==> src/shared/pwmg_pkg.sv <==
// Purpose: Constants and types shared by the two-channel PWM generator
// Assumes: AHB-Lite register access, one word per register
// Notes:   Channel n registers sit at n * PWMG_CH_STRIDE
package pwmg_pkg;

  // ------------------------------------------------------------------
  // Sizes
  // ------------------------------------------------------------------
  localparam int PWMG_NCH   = 2;
  localparam int PWMG_CNT_W = 16;
  localparam int PWMG_PRE_W = 12;

  // ------------------------------------------------------------------
  // Register map (byte offsets)
  // ------------------------------------------------------------------
  localparam logic [7:0] PWMG_CH_STRIDE  = 8'h10;
  localparam logic [3:0] PWMG_OFF_CTRL   = 4'h0;
  localparam logic [3:0] PWMG_OFF_PERIOD = 4'h4;
  localparam logic [3:0] PWMG_OFF_DUTY   = 4'h8;
  localparam logic [3:0] PWMG_OFF_STATUS = 4'hC;

  // ------------------------------------------------------------------
  // Field positions
  // ------------------------------------------------------------------
  localparam int PWMG_CTRL_EN    = 0;
  localparam int PWMG_CTRL_PULSE = 1;
  localparam int PWMG_CTRL_POL   = 2;
  localparam int PWMG_CTRL_START = 3;
  localparam int PWMG_CTRL_PRE_L = 16;
  localparam int PWMG_STAT_OUT   = 16;
  localparam int PWMG_STAT_BUSY  = 17;

  // ------------------------------------------------------------------
  // Reset values and bus codes
  // ------------------------------------------------------------------
  localparam logic [PWMG_CNT_W-1:0] PWMG_PERIOD_RST = 16'hFFFF;
  localparam logic [PWMG_CNT_W-1:0] PWMG_DUTY_RST   = 16'h8000;
  localparam logic [PWMG_PRE_W-1:0] PWMG_PRE_RST    = 12'h000;
  localparam logic [1:0]            PWMG_HTRANS_NSQ = 2'h2;
  localparam logic                  PWMG_HRESP_OKAY = 1'h0;

  typedef enum logic {PWMG_ST_IDLE, PWMG_ST_RUN} pwmg_state_e;

endpackage

==> src/rtl/pwmg_channel.sv <==
// Purpose: One PWM channel: prescaler, 16-bit up counter, output stage
// Assumes: Control inputs come from registers on the same clock
// Notes:   Output is registered, so it lags the counter by one cycle
`timescale 1ns/100ps
module pwmg_channel
  import pwmg_pkg::*;
(
  // Clock and reset
  input  wire logic                  hclk,
  input  wire logic                  hresetn,
  // Configuration
  input  wire logic                  en,
  input  wire logic                  pulse_mode,
  input  wire logic                  act_high,
  input  wire logic [PWMG_PRE_W-1:0] presc,
  input  wire logic [PWMG_CNT_W-1:0] period,
  input  wire logic [PWMG_CNT_W-1:0] duty,
  input  wire logic                  start,
  // State
  output logic                       tick,
  output logic                       busy,
  output logic      [PWMG_CNT_W-1:0] count,
  output logic                       channel_wave_output
);

  pwmg_state_e             state_q;
  logic [PWMG_PRE_W-1:0]   pre_q;
  logic [PWMG_CNT_W-1:0]   cnt_q;
  logic                    wave_q;
  logic                    at_end;

  assign busy   = (state_q == PWMG_ST_RUN);
  // Compare with >= so a divider lowered mid-run ticks at once
  // instead of running the prescaler round its full 4096 range
  assign tick   = busy && (pre_q >= presc);
  assign at_end = tick && (cnt_q == period);
  assign count  = cnt_q;
  assign channel_wave_output = wave_q;

  // ------------------------------------------------------------------
  // Run control
  // ------------------------------------------------------------------
  always_ff @(posedge hclk or negedge hresetn) begin
    if (!hresetn) begin
      state_q <= PWMG_ST_IDLE;
    end else begin
      unique case (state_q)
        PWMG_ST_IDLE: begin
          if (en && (!pulse_mode || start)) begin
            state_q <= PWMG_ST_RUN;
          end
        end
        PWMG_ST_RUN: begin
          // A pulse lasts exactly one count period
          if (!en || (pulse_mode && at_end)) begin
            state_q <= PWMG_ST_IDLE;
          end
        end
      endcase
    end
  end

  // ------------------------------------------------------------------
  // Prescaler: divide by presc + 1, 1 to 4096
  // ------------------------------------------------------------------
  always_ff @(posedge hclk or negedge hresetn) begin
    if (!hresetn) begin
      pre_q <= '0;
    end else if (!busy || tick) begin
      pre_q <= '0;
    end else begin
      pre_q <= pre_q + 1'b1;
    end
  end

  // ------------------------------------------------------------------
  // Counter
  // ------------------------------------------------------------------
  always_ff @(posedge hclk or negedge hresetn) begin
    if (!hresetn) begin
      cnt_q <= '0;
    end else if (!busy || at_end) begin
      cnt_q <= '0;
    end else if (tick) begin
      cnt_q <= cnt_q + 1'b1;
    end
  end

  // ------------------------------------------------------------------
  // Output: active from count zero until the duty value
  // ------------------------------------------------------------------
  always_ff @(posedge hclk or negedge hresetn) begin
    if (!hresetn) begin
      wave_q <= 1'b0;
    end else begin
      // Inactive level follows polarity even when idle
      wave_q <= (busy && (cnt_q < duty)) ? act_high : !act_high;
    end
  end

endmodule

==> src/rtl/pwmg_top.sv <==
// Purpose: Two-channel PWM generator with AHB-Lite register slave
// Assumes: hclk is the counting source clock; single word transfers
// Notes:   Reads take one wait state; writes take none
`timescale 1ns/100ps

module pwmg_top
  import pwmg_pkg::*;
(
  // Clock and reset
  input  wire logic        hclk,
  input  wire logic        hresetn,
  // AHB-Lite slave
  input  wire logic        hsel,
  input  wire logic [31:0] haddr,
  input  wire logic [1:0]  htrans,
  input  wire logic        hwrite,
  input  wire logic [2:0]  hsize,
  input  wire logic [31:0] hwdata,
  input  wire logic        hready,
  output logic             hreadyout,
  output logic             hresp,
  output logic [31:0]      hrdata,
  // Modulated outputs
  output logic             first_channel_output,
  output logic             second_channel_output
);

  // ------------------------------------------------------------------
  // Registers
  // ------------------------------------------------------------------
  logic                  en_q     [PWMG_NCH];
  logic                  pulse_q  [PWMG_NCH];
  logic                  pol_q    [PWMG_NCH];
  logic                  start_q  [PWMG_NCH];
  logic [PWMG_PRE_W-1:0] pre_q    [PWMG_NCH];
  logic [PWMG_CNT_W-1:0] period_q [PWMG_NCH];
  logic [PWMG_CNT_W-1:0] duty_q   [PWMG_NCH];
  logic                  tick     [PWMG_NCH];
  logic                  busy     [PWMG_NCH];
  logic [PWMG_CNT_W-1:0] count    [PWMG_NCH];
  logic                  wave     [PWMG_NCH];

  logic                  wr_q;
  logic                  rd_q;
  logic [7:0]            addr_q;
  logic [31:0]           rdata_q;
  logic                  take;

  // Address decode: hit for a channel and offset
  function automatic logic reg_hit(input logic [7:0] a, input int ch,
                                   input logic [3:0] off);
    reg_hit = (a == 8'(ch * PWMG_CH_STRIDE + off));
  endfunction

  // ------------------------------------------------------------------
  // Bus phases
  // ------------------------------------------------------------------
  assign take      = hsel && hready && (htrans == PWMG_HTRANS_NSQ);
  assign hreadyout = !rd_q;
  assign hresp     = PWMG_HRESP_OKAY;
  assign hrdata    = rdata_q;

  always_ff @(posedge hclk or negedge hresetn) begin
    if (!hresetn) begin
      wr_q   <= 1'b0;
      rd_q   <= 1'b0;
      addr_q <= '0;
    end else begin
      // Read waits a cycle so a write just before it is seen
      wr_q <= take && hwrite;
      rd_q <= take && !hwrite;
      if (take) begin
        addr_q <= haddr[7:0];
      end
    end
  end

  always_ff @(posedge hclk or negedge hresetn) begin
    if (!hresetn) begin
      rdata_q <= '0;
    end else if (rd_q) begin
      rdata_q <= '0;
      for (int c = 0; c < PWMG_NCH; c++) begin
        if (reg_hit(addr_q, c, PWMG_OFF_CTRL)) begin
          rdata_q[PWMG_CTRL_EN]    <= en_q[c];
          rdata_q[PWMG_CTRL_PULSE] <= pulse_q[c];
          rdata_q[PWMG_CTRL_POL]   <= pol_q[c];
          rdata_q[PWMG_CTRL_PRE_L +: PWMG_PRE_W] <= pre_q[c];
        end
        if (reg_hit(addr_q, c, PWMG_OFF_PERIOD)) begin
          rdata_q[PWMG_CNT_W-1:0] <= period_q[c];
        end
        if (reg_hit(addr_q, c, PWMG_OFF_DUTY)) begin
          rdata_q[PWMG_CNT_W-1:0] <= duty_q[c];
        end
        if (reg_hit(addr_q, c, PWMG_OFF_STATUS)) begin
          rdata_q[PWMG_CNT_W-1:0]  <= count[c];
          rdata_q[PWMG_STAT_OUT]   <= wave[c];
          rdata_q[PWMG_STAT_BUSY]  <= busy[c];
        end
      end
    end
  end

  // ------------------------------------------------------------------
  // Per-channel registers and generator
  // ------------------------------------------------------------------
  for (genvar c = 0; c < PWMG_NCH; c++) begin : g_ch
    logic wr_ctrl;
    logic [PWMG_PRE_W:0] gap_q;
    logic                fresh_q;

    assign wr_ctrl = wr_q && reg_hit(addr_q, c, PWMG_OFF_CTRL);

    // Each channel decodes only its own addresses
    always_ff @(posedge hclk or negedge hresetn) begin
      if (!hresetn) begin
        en_q[c]    <= 1'b0;
        pulse_q[c] <= 1'b0;
        pol_q[c]   <= 1'b1;
        pre_q[c]   <= PWMG_PRE_RST;
      end else if (wr_ctrl) begin
        en_q[c]    <= hwdata[PWMG_CTRL_EN];
        pulse_q[c] <= hwdata[PWMG_CTRL_PULSE];
        pol_q[c]   <= hwdata[PWMG_CTRL_POL];
        pre_q[c]   <= hwdata[PWMG_CTRL_PRE_L +: PWMG_PRE_W];
      end
    end

    // Start is a one-cycle strobe and reads back as zero
    always_ff @(posedge hclk or negedge hresetn) begin
      if (!hresetn) begin
        start_q[c] <= 1'b0;
      end else begin
        start_q[c] <= wr_ctrl && hwdata[PWMG_CTRL_START];
      end
    end

    always_ff @(posedge hclk or negedge hresetn) begin
      if (!hresetn) begin
        period_q[c] <= PWMG_PERIOD_RST;
        duty_q[c]   <= PWMG_DUTY_RST;
      end else begin
        if (wr_q && reg_hit(addr_q, c, PWMG_OFF_PERIOD)) begin
          period_q[c] <= hwdata[PWMG_CNT_W-1:0];
        end
        if (wr_q && reg_hit(addr_q, c, PWMG_OFF_DUTY)) begin
          duty_q[c] <= hwdata[PWMG_CNT_W-1:0];
        end
      end
    end

    pwmg_channel u_ch (
      .hclk                (hclk),
      .hresetn             (hresetn),
      .en                  (en_q[c]),
      .pulse_mode          (pulse_q[c]),
      .act_high            (pol_q[c]),
      .presc               (pre_q[c]),
      .period              (period_q[c]),
      .duty                (duty_q[c]),
      .start               (start_q[c]),
      .tick                (tick[c]),
      .busy                (busy[c]),
      .count               (count[c]),
      .channel_wave_output (wave[c])
    );

    // Helper: cycles since the last tick, for checking the divider
    always_ff @(posedge hclk or negedge hresetn) begin
      if (!hresetn) begin
        gap_q <= '0;
      end else if (!busy[c] || tick[c] || wr_ctrl) begin
        gap_q <= '0;
      end else begin
        gap_q <= gap_q + 1'b1;
      end
    end

    // Helper: the first tick after a control write still follows the
    // old divider phase, so only later ticks are held to the spacing
    always_ff @(posedge hclk or negedge hresetn) begin
      if (!hresetn) begin
        fresh_q <= 1'b0;
      end else if (wr_ctrl) begin
        fresh_q <= 1'b1;
      end else if (tick[c]) begin
        fresh_q <= 1'b0;
      end
    end

  end

  assign first_channel_output  = wave[0];
  assign second_channel_output = wave[1];
endmodule

==> config.mk <==
export PLATFORM = sky130hd
export DESIGN_NAME = pwmg_top
export DESIGN_NICKNAME = d
export VERILOG_FILES = /design/src/shared/pwmg_pkg.sv /design/src/rtl/pwmg_channel.sv /design/src/rtl/pwmg_top.sv
export SDC_FILE = /design/constraint.sdc
export NUM_CORES = 1
export LEC_CHECK = 0
export BUFFER_PORTS_ARGS = -buffer_cell sky130_fd_sc_hd__buf_4
export CORE_ASPECT_RATIO = 0.75
export CORE_MARGIN = 2
export CORE_UTILIZATION = 50
export CTS_CLUSTER_SIZE = 12
export DETAILED_ROUTE_END_ITERATION = 7
export PLACE_DENSITY_LB_ADDON = 0.25
export SYNTH_ARGS = -nofsm -noshare
export SYNTH_HDL_FRONTEND = slang
export SYNTH_SLANG_ARGS = --single-unit
==> constraint.sdc <==
create_clock -name hclk -period 3.6 [get_ports hclk]
set_clock_uncertainty 0.15 [all_clocks]
set_input_delay 0.36 -clock hclk [delete_from_list [all_inputs] [get_ports hclk]]
set_output_delay 0.36 -clock hclk [all_outputs]
set_load 0.005 [all_outputs]
* After elaboration in Yosys (flattened, before gate mapping) *
Cells that the tools add are included.

cells by class
  bitwise logic cells = 2
  equal/unequal tests = 10
  multiplexer cells = 24
  reduce and logical (&&, ||, !) cells = 43
  add/subtract/negate cells = 4
  magnitude comparators = 4

operators with widths
  kind                                           number
  2-to-1 mux 16 bit                              8
  2-to-1 mux 12 bit                              4
  2-to-1 mux 18 bit                              2
  adder 16 x 1 -> 16 bit, second input constant  2
  == test 16 bit                                 2
  == test 8 x 5 -> 1 bit, second input constant  4
  < comparator 16 bit                            2
  adder 12 x 1 -> 12 bit, second input constant  2
  >= comparator 12 bit                           2
  logical AND 1 bit                              22
  == test 8 x 4 -> 1 bit, second input constant  2
  logical NOT 1 bit                              10
  == test 8 x 3 -> 1 bit, second input constant  1
  logical NOT 8 bit                              1
  logical OR 1 bit                               8
  2-to-1 mux 1 bit                               6
  2-to-1 mux 3 bit                               2
  case mux 1 bit (2 select lines)                2
  nonzero test 2 bit                             2
  == test 2 bit, second input constant           1
  inverter 1 bit                                 2

storage, ports and cells
  bits of input ports = 74
  output and inout port bits = 36
  word-level logic and storage cells = 113
  bits in registers = 194

* Logic depth before layout (Yosys ltp) *
Gate-level depths: netlist (run 1).

  word-level depth = 9
  depth in mapped cells = 9
  mapped depth without buffers = 8

* Modules after synthesis *
Synthesis (run 1) repeated with hierarchy kept, for this count alone.

second synthesis, totals
  cell total of the unflattened synthesis = 1072
  area, all modules = 11584.9 sq um

by module, submodules not included
  module                        area each (sq um)  instances  cells an instance  sequential area each (sq um)
  pwmg_top                      6623.9             1          549                3398.3
  pwmg_channel at g_ch[0].u_ch  2481.1             1          261                750.7
  pwmg_channel at g_ch[1].u_ch  2479.9             1          262                750.7

* Worst setup path before layout (run 1) *
OpenSTA, ideal clock, no wires.

  path kind = register to register
  start = register g_ch[0].u_ch.pre_q[2]
  end = register g_ch[0].u_ch.cnt_q[10]
  stages on the path, launching flop included = 8
  clock period less this slack = 2.629 ns
  data required time = 3.325 ns
  arrival = 2.353 ns
  buffers on the path = 0
  slack = 0.971 ns
  setup time = 0.125 ns
  path through = dfrtp_1 -> ha_1 -> a211oi_1 -> o21ai_0 -> a2111oi_0 -> nor2_1 -> mux2i_1 -> a2111oi_0

on the way
  cells in the longest elaborated chain, start to end = 5
  elaborated cells between the ends (all ways) = 6
  classes of those cells = 1 x order compare; 1 x mux; 4 x reduce/logical

RTL lines
  what                                                     RTL line            text
  start: declaration                                       pwmg_channel.sv:27  logic [PWMG_PRE_W-1:0] pre_q;
  start signal: assignment                                 pwmg_channel.sv:72  pre_q <= pre_q + 1'b1;
  >= comparator 12 bit *                                   pwmg_channel.sv:35  assign tick = busy && (pre_q >= presc);
  logical AND 1 bit *                                      pwmg_channel.sv:35
  logical AND 1 bit                                        pwmg_channel.sv:36  assign at_end = tick && (cnt_q == period);
  logical OR 1 bit                                         pwmg_channel.sv:82  end else if (!busy || at_end) begin
  2-to-1 mux 16 bit or nonzero test 2 bit (tied branches)  n/a
  end signal: assignment                                   pwmg_channel.sv:85  cnt_q <= cnt_q + 1'b1;
  end: declaration                                         pwmg_channel.sv:28  logic [PWMG_CNT_W-1:0] cnt_q;

Every way passes the cells marked *; elsewhere a longest branch is shown, timed or not.
A chain may end at the register's enable or synchronous reset.

* Worst setup path in the final report (run 1) *
  start = register g_ch[1].u_ch.pre_q[2]
  end = register g_ch[1].u_ch.cnt_q[10]

on the way
  cells in the longest elaborated chain, start to end = 5
  elaborated cells between the ends (all ways) = 6
  classes of those cells = 1 x order compare; 1 x mux; 4 x reduce/logical

RTL lines
  what                                                     RTL line
  start: declaration                                       pwmg_channel.sv:27
  start signal: assignment                                 pwmg_channel.sv:72
  >= comparator 12 bit *                                   pwmg_channel.sv:35
  logical AND 1 bit *                                      pwmg_channel.sv:35
  logical AND 1 bit                                        pwmg_channel.sv:36
  logical OR 1 bit                                         pwmg_channel.sv:82
  2-to-1 mux 16 bit or nonzero test 2 bit (tied branches)  n/a
  end signal: assignment                                   pwmg_channel.sv:85
  end: declaration                                         pwmg_channel.sv:28

Marks and branches as above.

==> run metrics, run 1 <==
status completed; mux cell area share after synthesis 0.121; r2r endpoint g_ch[1].u_ch.count[10]; delay-heaviest family, CP compound AO/OA/AOI/OAI gates; DR vias about 8000; Diodes inserted 0; Netlist Area Pre-Place about 11000 sq um; leakage power ~5.7 nW; P per Cell Area between 400 and 500 nW/um^2; dpl cell area 11600 sq um; CTS max path bufs 2; die area between 20000 and 25000 sq um; initial antenna violation count 0; Final period util 0.801; total global routing overflow 0; Final Cell Area between 10000 and 15000 sq um; # DRC 0; Worst R2R Start g_ch[1].u_ch.pre_q[2]; Distinct cells, synth 58; Setup WS post-layout slightly above 0.7 ns; Crit Path Category reg2reg; syn avg cell area 10.3 sq um; gr usage total 0.248; register area 4900 sq um; hold_sp hwdata[12]; P_int around 3.8 mW; Worst-Margin Slew ~0.84 ns; Net Switching around 1.6 mW; CP Max Fanout 10; switching part of the total 0.297; largest family of logic cells by synthesized area simple AND/OR/NAND/NOR gates; H-tree lvl count 4; Synth Area in Compound Gates 0.111; Gate power share 0.160; CTS tree yes; Worst-path clk slew roughly 0.080 ns; Startpoint Class register; IO Count 110; Setup TNS 0 ns; RSZ-0062 raised after global routing false; clock power share 0.371; post-synthesis simple-gate area fraction 0.134; Final Setup Violations 0; placer congestion estimate between 0.8 and 0.9; worst-skew pair later-pin latency ~0.45 ns; Final ANT Viol Nets 0; Hold Path Class in2reg; final hold viol count 0; CP arrival 3.07 ns; number of synthesized register bits 194; # Max-Cap Violations 0; Synth Flop Type dfrtp_1; Site Rows 46; synthesis warning total 0; CTS buffer count 17; CP Depth 7; PortBufs 73; register area share after synthesis 0.459; FFs w/ async S/R, synth 1.00; Final min period 2.89 ns; largest net degree at the start of global routing just over 90; hpwl dp 19.3 mm; Final Max Slew Viols 0; Worst Path Buf+Inv 0; starting density of the core 0.507; sequential fraction of design power 0.469; Worst Hold Depth 3; nets around 1300; Horiz. Die Dim approximately 170 um; drt first pass iters 8; final wirelength 27.1 mm; fill count around 1800; vias in the first global route between 7000 and 8000; post-CTS setup buffer count 0; post-synthesis xor/xnor area fraction 0.0582; Reg2Reg Setup Slack 0.71 ns; headroom to the max-slew limit 0.439; Inst Count DP around 1400; worst slack at placement 0.754 ns; Core Footprint between 20000 and 25000 sq um; multi-input logic area 5290 sq um; Post-Synth Adder-Cell Area 0.0680; die height approximately 130 um; Final Util 0.590; critical path, cell by cell ha_1 -> a211oi_1 -> o21ai_0 -> a211oi_2 -> nor2_1 -> mux2i_1 -> nor4b_1; layout cell share with drive strength beyond 1 0.231; Area growth syn-to-layout 16.3%; Post-Syn Instances a little over 1000; CP peak stage delay approximately 0.7 ns; vias per cell 5.68; Final Non-Filler Cells 1422; path depth of the worst reg2reg path 7; clock root buffer clkbuf_16; Max Clk Rate approximately 350 MHz; First DRT Iteration DRCs 753; CP Capture Type register; Post-synth EDFFs 0; Sinks on Clock Net 194; Crit-path slowest cell a211oi_2; WHS Endpoint duty_q[28]; first-pass GRT wire length approximately 43 mm; Routed WL per cell around 19 um; Critical Path RT between 3 and 4 ns; Max VDD drop 0.380 mV
cells in the mapped netlist, drive strengths merged, types with 6 or more instances:
master / n / area, sq um
a211oi: 14 / 110
a21o: 7 / 52.6
a21oi: 44 / 220
a221oi: 15 / 131
a22o: 6 / 52.6
a22oi: 12 / 90.1
and3: 16 / 100
buf: 20 / 121
clkbuf: 34 / 128
dfrtp: 158 / 3950
dfstp: 36 / 946
ha: 58 / 726
inv: 70 / 263
mux2: 87 / 1020
mux2i: 21 / 210
nand2: 66 / 253
nand2b: 6 / 37.5
nand3: 22 / 110
nand4: 19 / 119
nor2: 102 / 383
nor3: 17 / 96.4
nor3b: 12 / 90.1
nor4: 6 / 37.5
o211ai: 10 / 75.1
o21ai: 42 / 210
o22ai: 11 / 68.8
xnor2: 48 / 420
xor2: 23 / 201
how the worst max path moves through the flow:
stage	from	endpoint	slack (ns)
finish	g_ch[1].u_ch.pre_q[2]	g_ch[1].u_ch.count[10]	0.71
global route	g_ch[0].u_ch.pre_q[2]	g_ch[0].u_ch.count[10]	0.46
floorplan	g_ch[0].u_ch.pre_q[2]	g_ch[0].u_ch.count[10]	0.97
CTS	g_ch[1].u_ch.pre_q[2]	g_ch[1].u_ch.count[13]	0.73
global placement	g_ch[1].u_ch.pre_q[2]	g_ch[1].u_ch.count[13]	0.79
detailed placement	addr_q[7]	period_q[15]	0.75
flip-flops by register name, summed over array words and instances (netlist names):
register,cells
g_ch.u_ch.channel_wave_output,2
hrdata,28
duty_q,32
g_ch.u_ch.pre_q,24
pol_q,2
pulse_q,2
wr_q,1
g_ch.u_ch.busy,2
pre_q,24
addr_q,8
period_q,32
rd_q,1
g_ch.u_ch.count,32
en_q,2
start_q,2
kinds of logic after synthesis:
logic type / Yosys count
and+or+nand+nor: 291
DFF: 194
AOI/OAI and AO/OA: 181
buffers and inverters: 125
muxes: 111
xor gates and xnor gates: 71
adders and majority gates: 58
other: 1
worst reg2reg max path, cell delays in order, from the launching register on:
cell and delay, ns:
dfrtp_1 0.45, ha_1 0.34, a211oi_1 0.23, o21ai_0 0.19
a211oi_2 0.70, nor2_1 0.25, mux2i_1 0.17, nor4b_1 0.30
power by group through the flow:
stage | logic [mW] | clock network (mW) | registers (mW)
floorplan | 0.486 | 0 | 2.49
detailed placement | 0.828 | 0 | 2.54
global placement | 0.811 | 0 | 2.54
CTS | 0.856 | 2.00 | 2.50
finish | 0.855 | 1.98 | 2.50
global route | 0.947 | 2.08 | 2.52
cell type report:
cell class / count / area share
Multi-Input combinational cell: 717 / 0.426
Clock buffer: 17 / 0.0343
Clock inverter: 15 / 0.0147
Inverter: 71 / 0.0215
Tap cell: 288 / 0.0290
Sequential cell: 194 / 0.395
Timing Repair Buffer: 120 / 0.0801
stage by stage:
stage / power (mW) / hold WS [ns]
6_report: 5.34 / 0.0117
3_5_place_dp: 3.37 / 0.321
2_1_floorplan: 2.98 / -0.0856
3_3_place_gp: 3.35 / 0.321
5_1_grt: 5.55 / 0.00297
4_1_cts: 5.36 / 0.00175
placed cells by master (no fill, tap or decap), types with 15 or more instances in the layout:
| master | n |
|---|---|
| xor2_1 | 23 |
| xnor2_1 | 48 |
| and3_1 | 16 |
| buf_4 | 92 |
| nand3_1 | 22 |
| mux2_2 | 77 |
| dlygate4sd3_1 | 25 |
| inv_1 | 70 |
| nor2_1 | 102 |
| nand2_1 | 64 |
| dfstp_2 | 36 |
| dfrtp_1 | 158 |
| o21ai_0 | 41 |
| mux2i_1 | 21 |
| ha_1 | 58 |
| a221oi_1 | 15 |
| nand4_1 | 19 |
| nor3_1 | 16 |
| clkbuf_16 | 17 |
| a21oi_1 | 44 |
routing by layer:
metal / GRT usage / part of all wire / vias up
met4: 0.0658 / 0.016 / 0
met3: 0.0582 / 0.058 / 30
li1: - / - / 3823
met2: 0.378 / 0.44 / 201
met5: 0 / 0 / -
met1: 0.358 / 0.49 / 4020
timing repair:
item                       4_1_cts  5_1_grt
setup endpoints to repair        0        0
hold buffers                    25        0
hold endpoints to repair       120        0
resized for setup                0        0
Power figures use the tool's default switching activity.
==> inputs of run 2 (changes only) <==
==> constraint.sdc (replaced) <==
create_clock -name hclk -period 2.5 [get_ports hclk]
set_clock_uncertainty 0.15 [all_clocks]
set_input_delay 0.25 -clock hclk [delete_from_list [all_inputs] [get_ports hclk]]
set_output_delay 0.25 -clock hclk [all_outputs]
set_load 0.005 [all_outputs]
==> run metrics, run 2 (synthesis results as in run 1) <==
Diodes inserted 0 (unchanged); gr usage total 0.252 (+0.00440); hpwl dp 20.0 mm (+3.4%); Final period util 0.978 (+0.177); clock root buffer clkbuf_16; Inst Count DP 1406 (+3.0%); leakage power 5.95 nW (+4.4%); die height 131 um (unchanged); headroom to the max-slew limit 0.551 (+0.112); Hold WS 0.242 ns (+0.230 ns); CP Capture Type register; CP peak stage delay 0.51 ns (-0.19 ns); RSZ-0062 raised after global routing true; IO Count 110 (unchanged); P per Cell Area 587 nW/um^2 (+37%); Core Footprint 21100 sq um (unchanged); largest net degree at the start of global routing 77 (-17%); First DRT Iteration DRCs 825 (+9.6%); Worst-path clk slew 0.07 ns (about the same); Area growth syn-to-layout 21.6%; vias in the first global route 7941 (-0.58%); initial antenna violation count 0 (unchanged); final wirelength 27.5 mm (+1.4%); Horiz. Die Dim 173 um (unchanged); Final Non-Filler Cells 1477 (+3.9%); Hold Path Class in2reg; Site Rows 46 (unchanged); Final min period 2.45 ns (-0.439 ns); first-pass GRT wire length 44.0 mm (+1.6%); drt first pass iters 6 (-2); nets 1308 (+4.4%); Final Max Slew Viols 0 (unchanged); total global routing overflow 0 (unchanged); Crit Path Category reg2reg; Startpoint Class register; Crit-path slowest cell or4_4; worst-skew pair later-pin latency 0.44 ns (about the same); Worst-Margin Slew 0.674 ns (-0.168 ns); Max VDD drop 0.478 mV (+26%); CTS tree yes; CTS max path bufs 2 (unchanged); leading cell type in the layout, fill and taps excluded dfrtp_1; Final ANT Viol Nets 0 (unchanged); Max Clk Rate 409 MHz (+18%); DR vias 8223 (+1.8%); Routed WL per cell 18.6 um (-2.4%); final hold viol count 0 (unchanged); starting density of the core 0.507 (unchanged); # DRC 0 (unchanged); # Max-Cap Violations 0 (unchanged); CP arrival 2.66 ns (-0.41 ns); CTS buffer count 17 (unchanged); Critical Path RT 2.72 ns (-1.07 ns); vias per cell 5.57 (-1.9%); die area 22500 sq um (unchanged); PortBufs 73 (unchanged); placer congestion estimate 0.894 (+1.4%); H-tree lvl count 4 (unchanged); Final Setup Violations 0 (unchanged); Setup TNS 0 ns (unchanged); status completed; Sinks on Clock Net 194 (unchanged); critical path, cell by cell inv_2 -> ha_4 -> nand4_1 -> o22ai_2 -> a2111oi_4 -> buf_4 -> buf_6 -> or4_4 -> a21oi_2; CP Max Fanout 9 (-1); most frequent cells in the layout dfrtp_1, buf_4, nor2_1; layout cell share with drive strength beyond 1 0.273 (+0.0423)
==> run 2: changes by cell type in the layout (fill, tap and decap cells not counted), sizes merged <==
cell	change
buf	+42
dlygate4sd3	+13
inv	-5
clkinvlp	+3
clkbuf	+2
==> run 2: path summary, 6_finish.rpt <==
kind                            start                      to  slack (ns)  depth (start not counted)
setup reg to reg            pre_q[21]  g_ch[0].u_ch.count[14]        0.05                          9
min in group asynchronous     hresetn   g_ch[1].u_ch.pre_q[4]        0.25                          2
max in group asynchronous     hresetn            period_q[17]        1.14                          3
hold reg to reg            hrdata[15]              hrdata[15]        0.34                          2
setup / recovery            pre_q[21]  g_ch[0].u_ch.count[14]        0.05                          9
hold / removal              htrans[0]                    wr_q        0.24                          3
==> run 2: area by class of cell <==
cell class / count / area [sq um]
clock inverters: 13 / 130
flip-flops and latches: 194 / 4900
well taps: 288 / 360
fillers: 1760 / 8080
repair buffers: 175 / 1480
multi-input cells: 717 / 5400
clock buffers: 19 / 443
inverters: 71 / 267
==> run 2: stage by stage <==
step                instance area, sq um  power [mW]   util  worst slack (ns)
global route                       13000        7.98  0.616           -0.0524
floorplan                          10700        4.29      -            0.0900
detailed placement                 11900        4.91  0.565           -0.0196
global placement                   11900        4.88  0.565           -0.0743
CTS                                12900        7.65  0.611            0.0119
finish                             13000        7.62  0.616            0.0540
==> run 2: where the power goes <==
part / internal (mW) / total [mW] / switching [mW]
Clock: 1.42 / 2.68 / 1.26
Combinational: 0.648 / 1.34 / 0.688
Sequential: 3.39 / 3.61 / 0.221
Total: 5.46 / 7.62 / 2.17
==> run 2: layer usage <==
| layer | routed length, um | vias to the layer above | share of wire | GRT usage |
|---|---|---|---|---|
| met5 | 0 | - | 0 | 0 |
| met4 | 334 | 0 | 0.012 | 0.0593 |
| met3 | 1440 | 23 | 0.052 | 0.0541 |
| met2 | 11900 | 207 | 0.43 | 0.375 |
| met1 | 13800 | 4058 | 0.50 | 0.378 |
| li1 | - | 3935 | - | - |
==> run 2: worst max-delay path: cells and delay by family, from the launching register on <==
family / cells / cell delay [ns]
AND/OR/NAND/NOR: 2 / 0.65
flip-flops: 1 / 0.43
AO/OA/AOI/OAI: 3 / 0.50
buffers and inverters: 3 / 0.37
adder cells (fa/ha/maj): 1 / 0.27
==> run 2: timing repair <==
item	CTS	global route
gates cloned	0	0
endpoints found under the setup margin	8	42
endpoints found under the hold margin	158	0
pin swaps	1	9
gates resized for setup	3	24
hold buffers	38	0
setup buffers	0	1
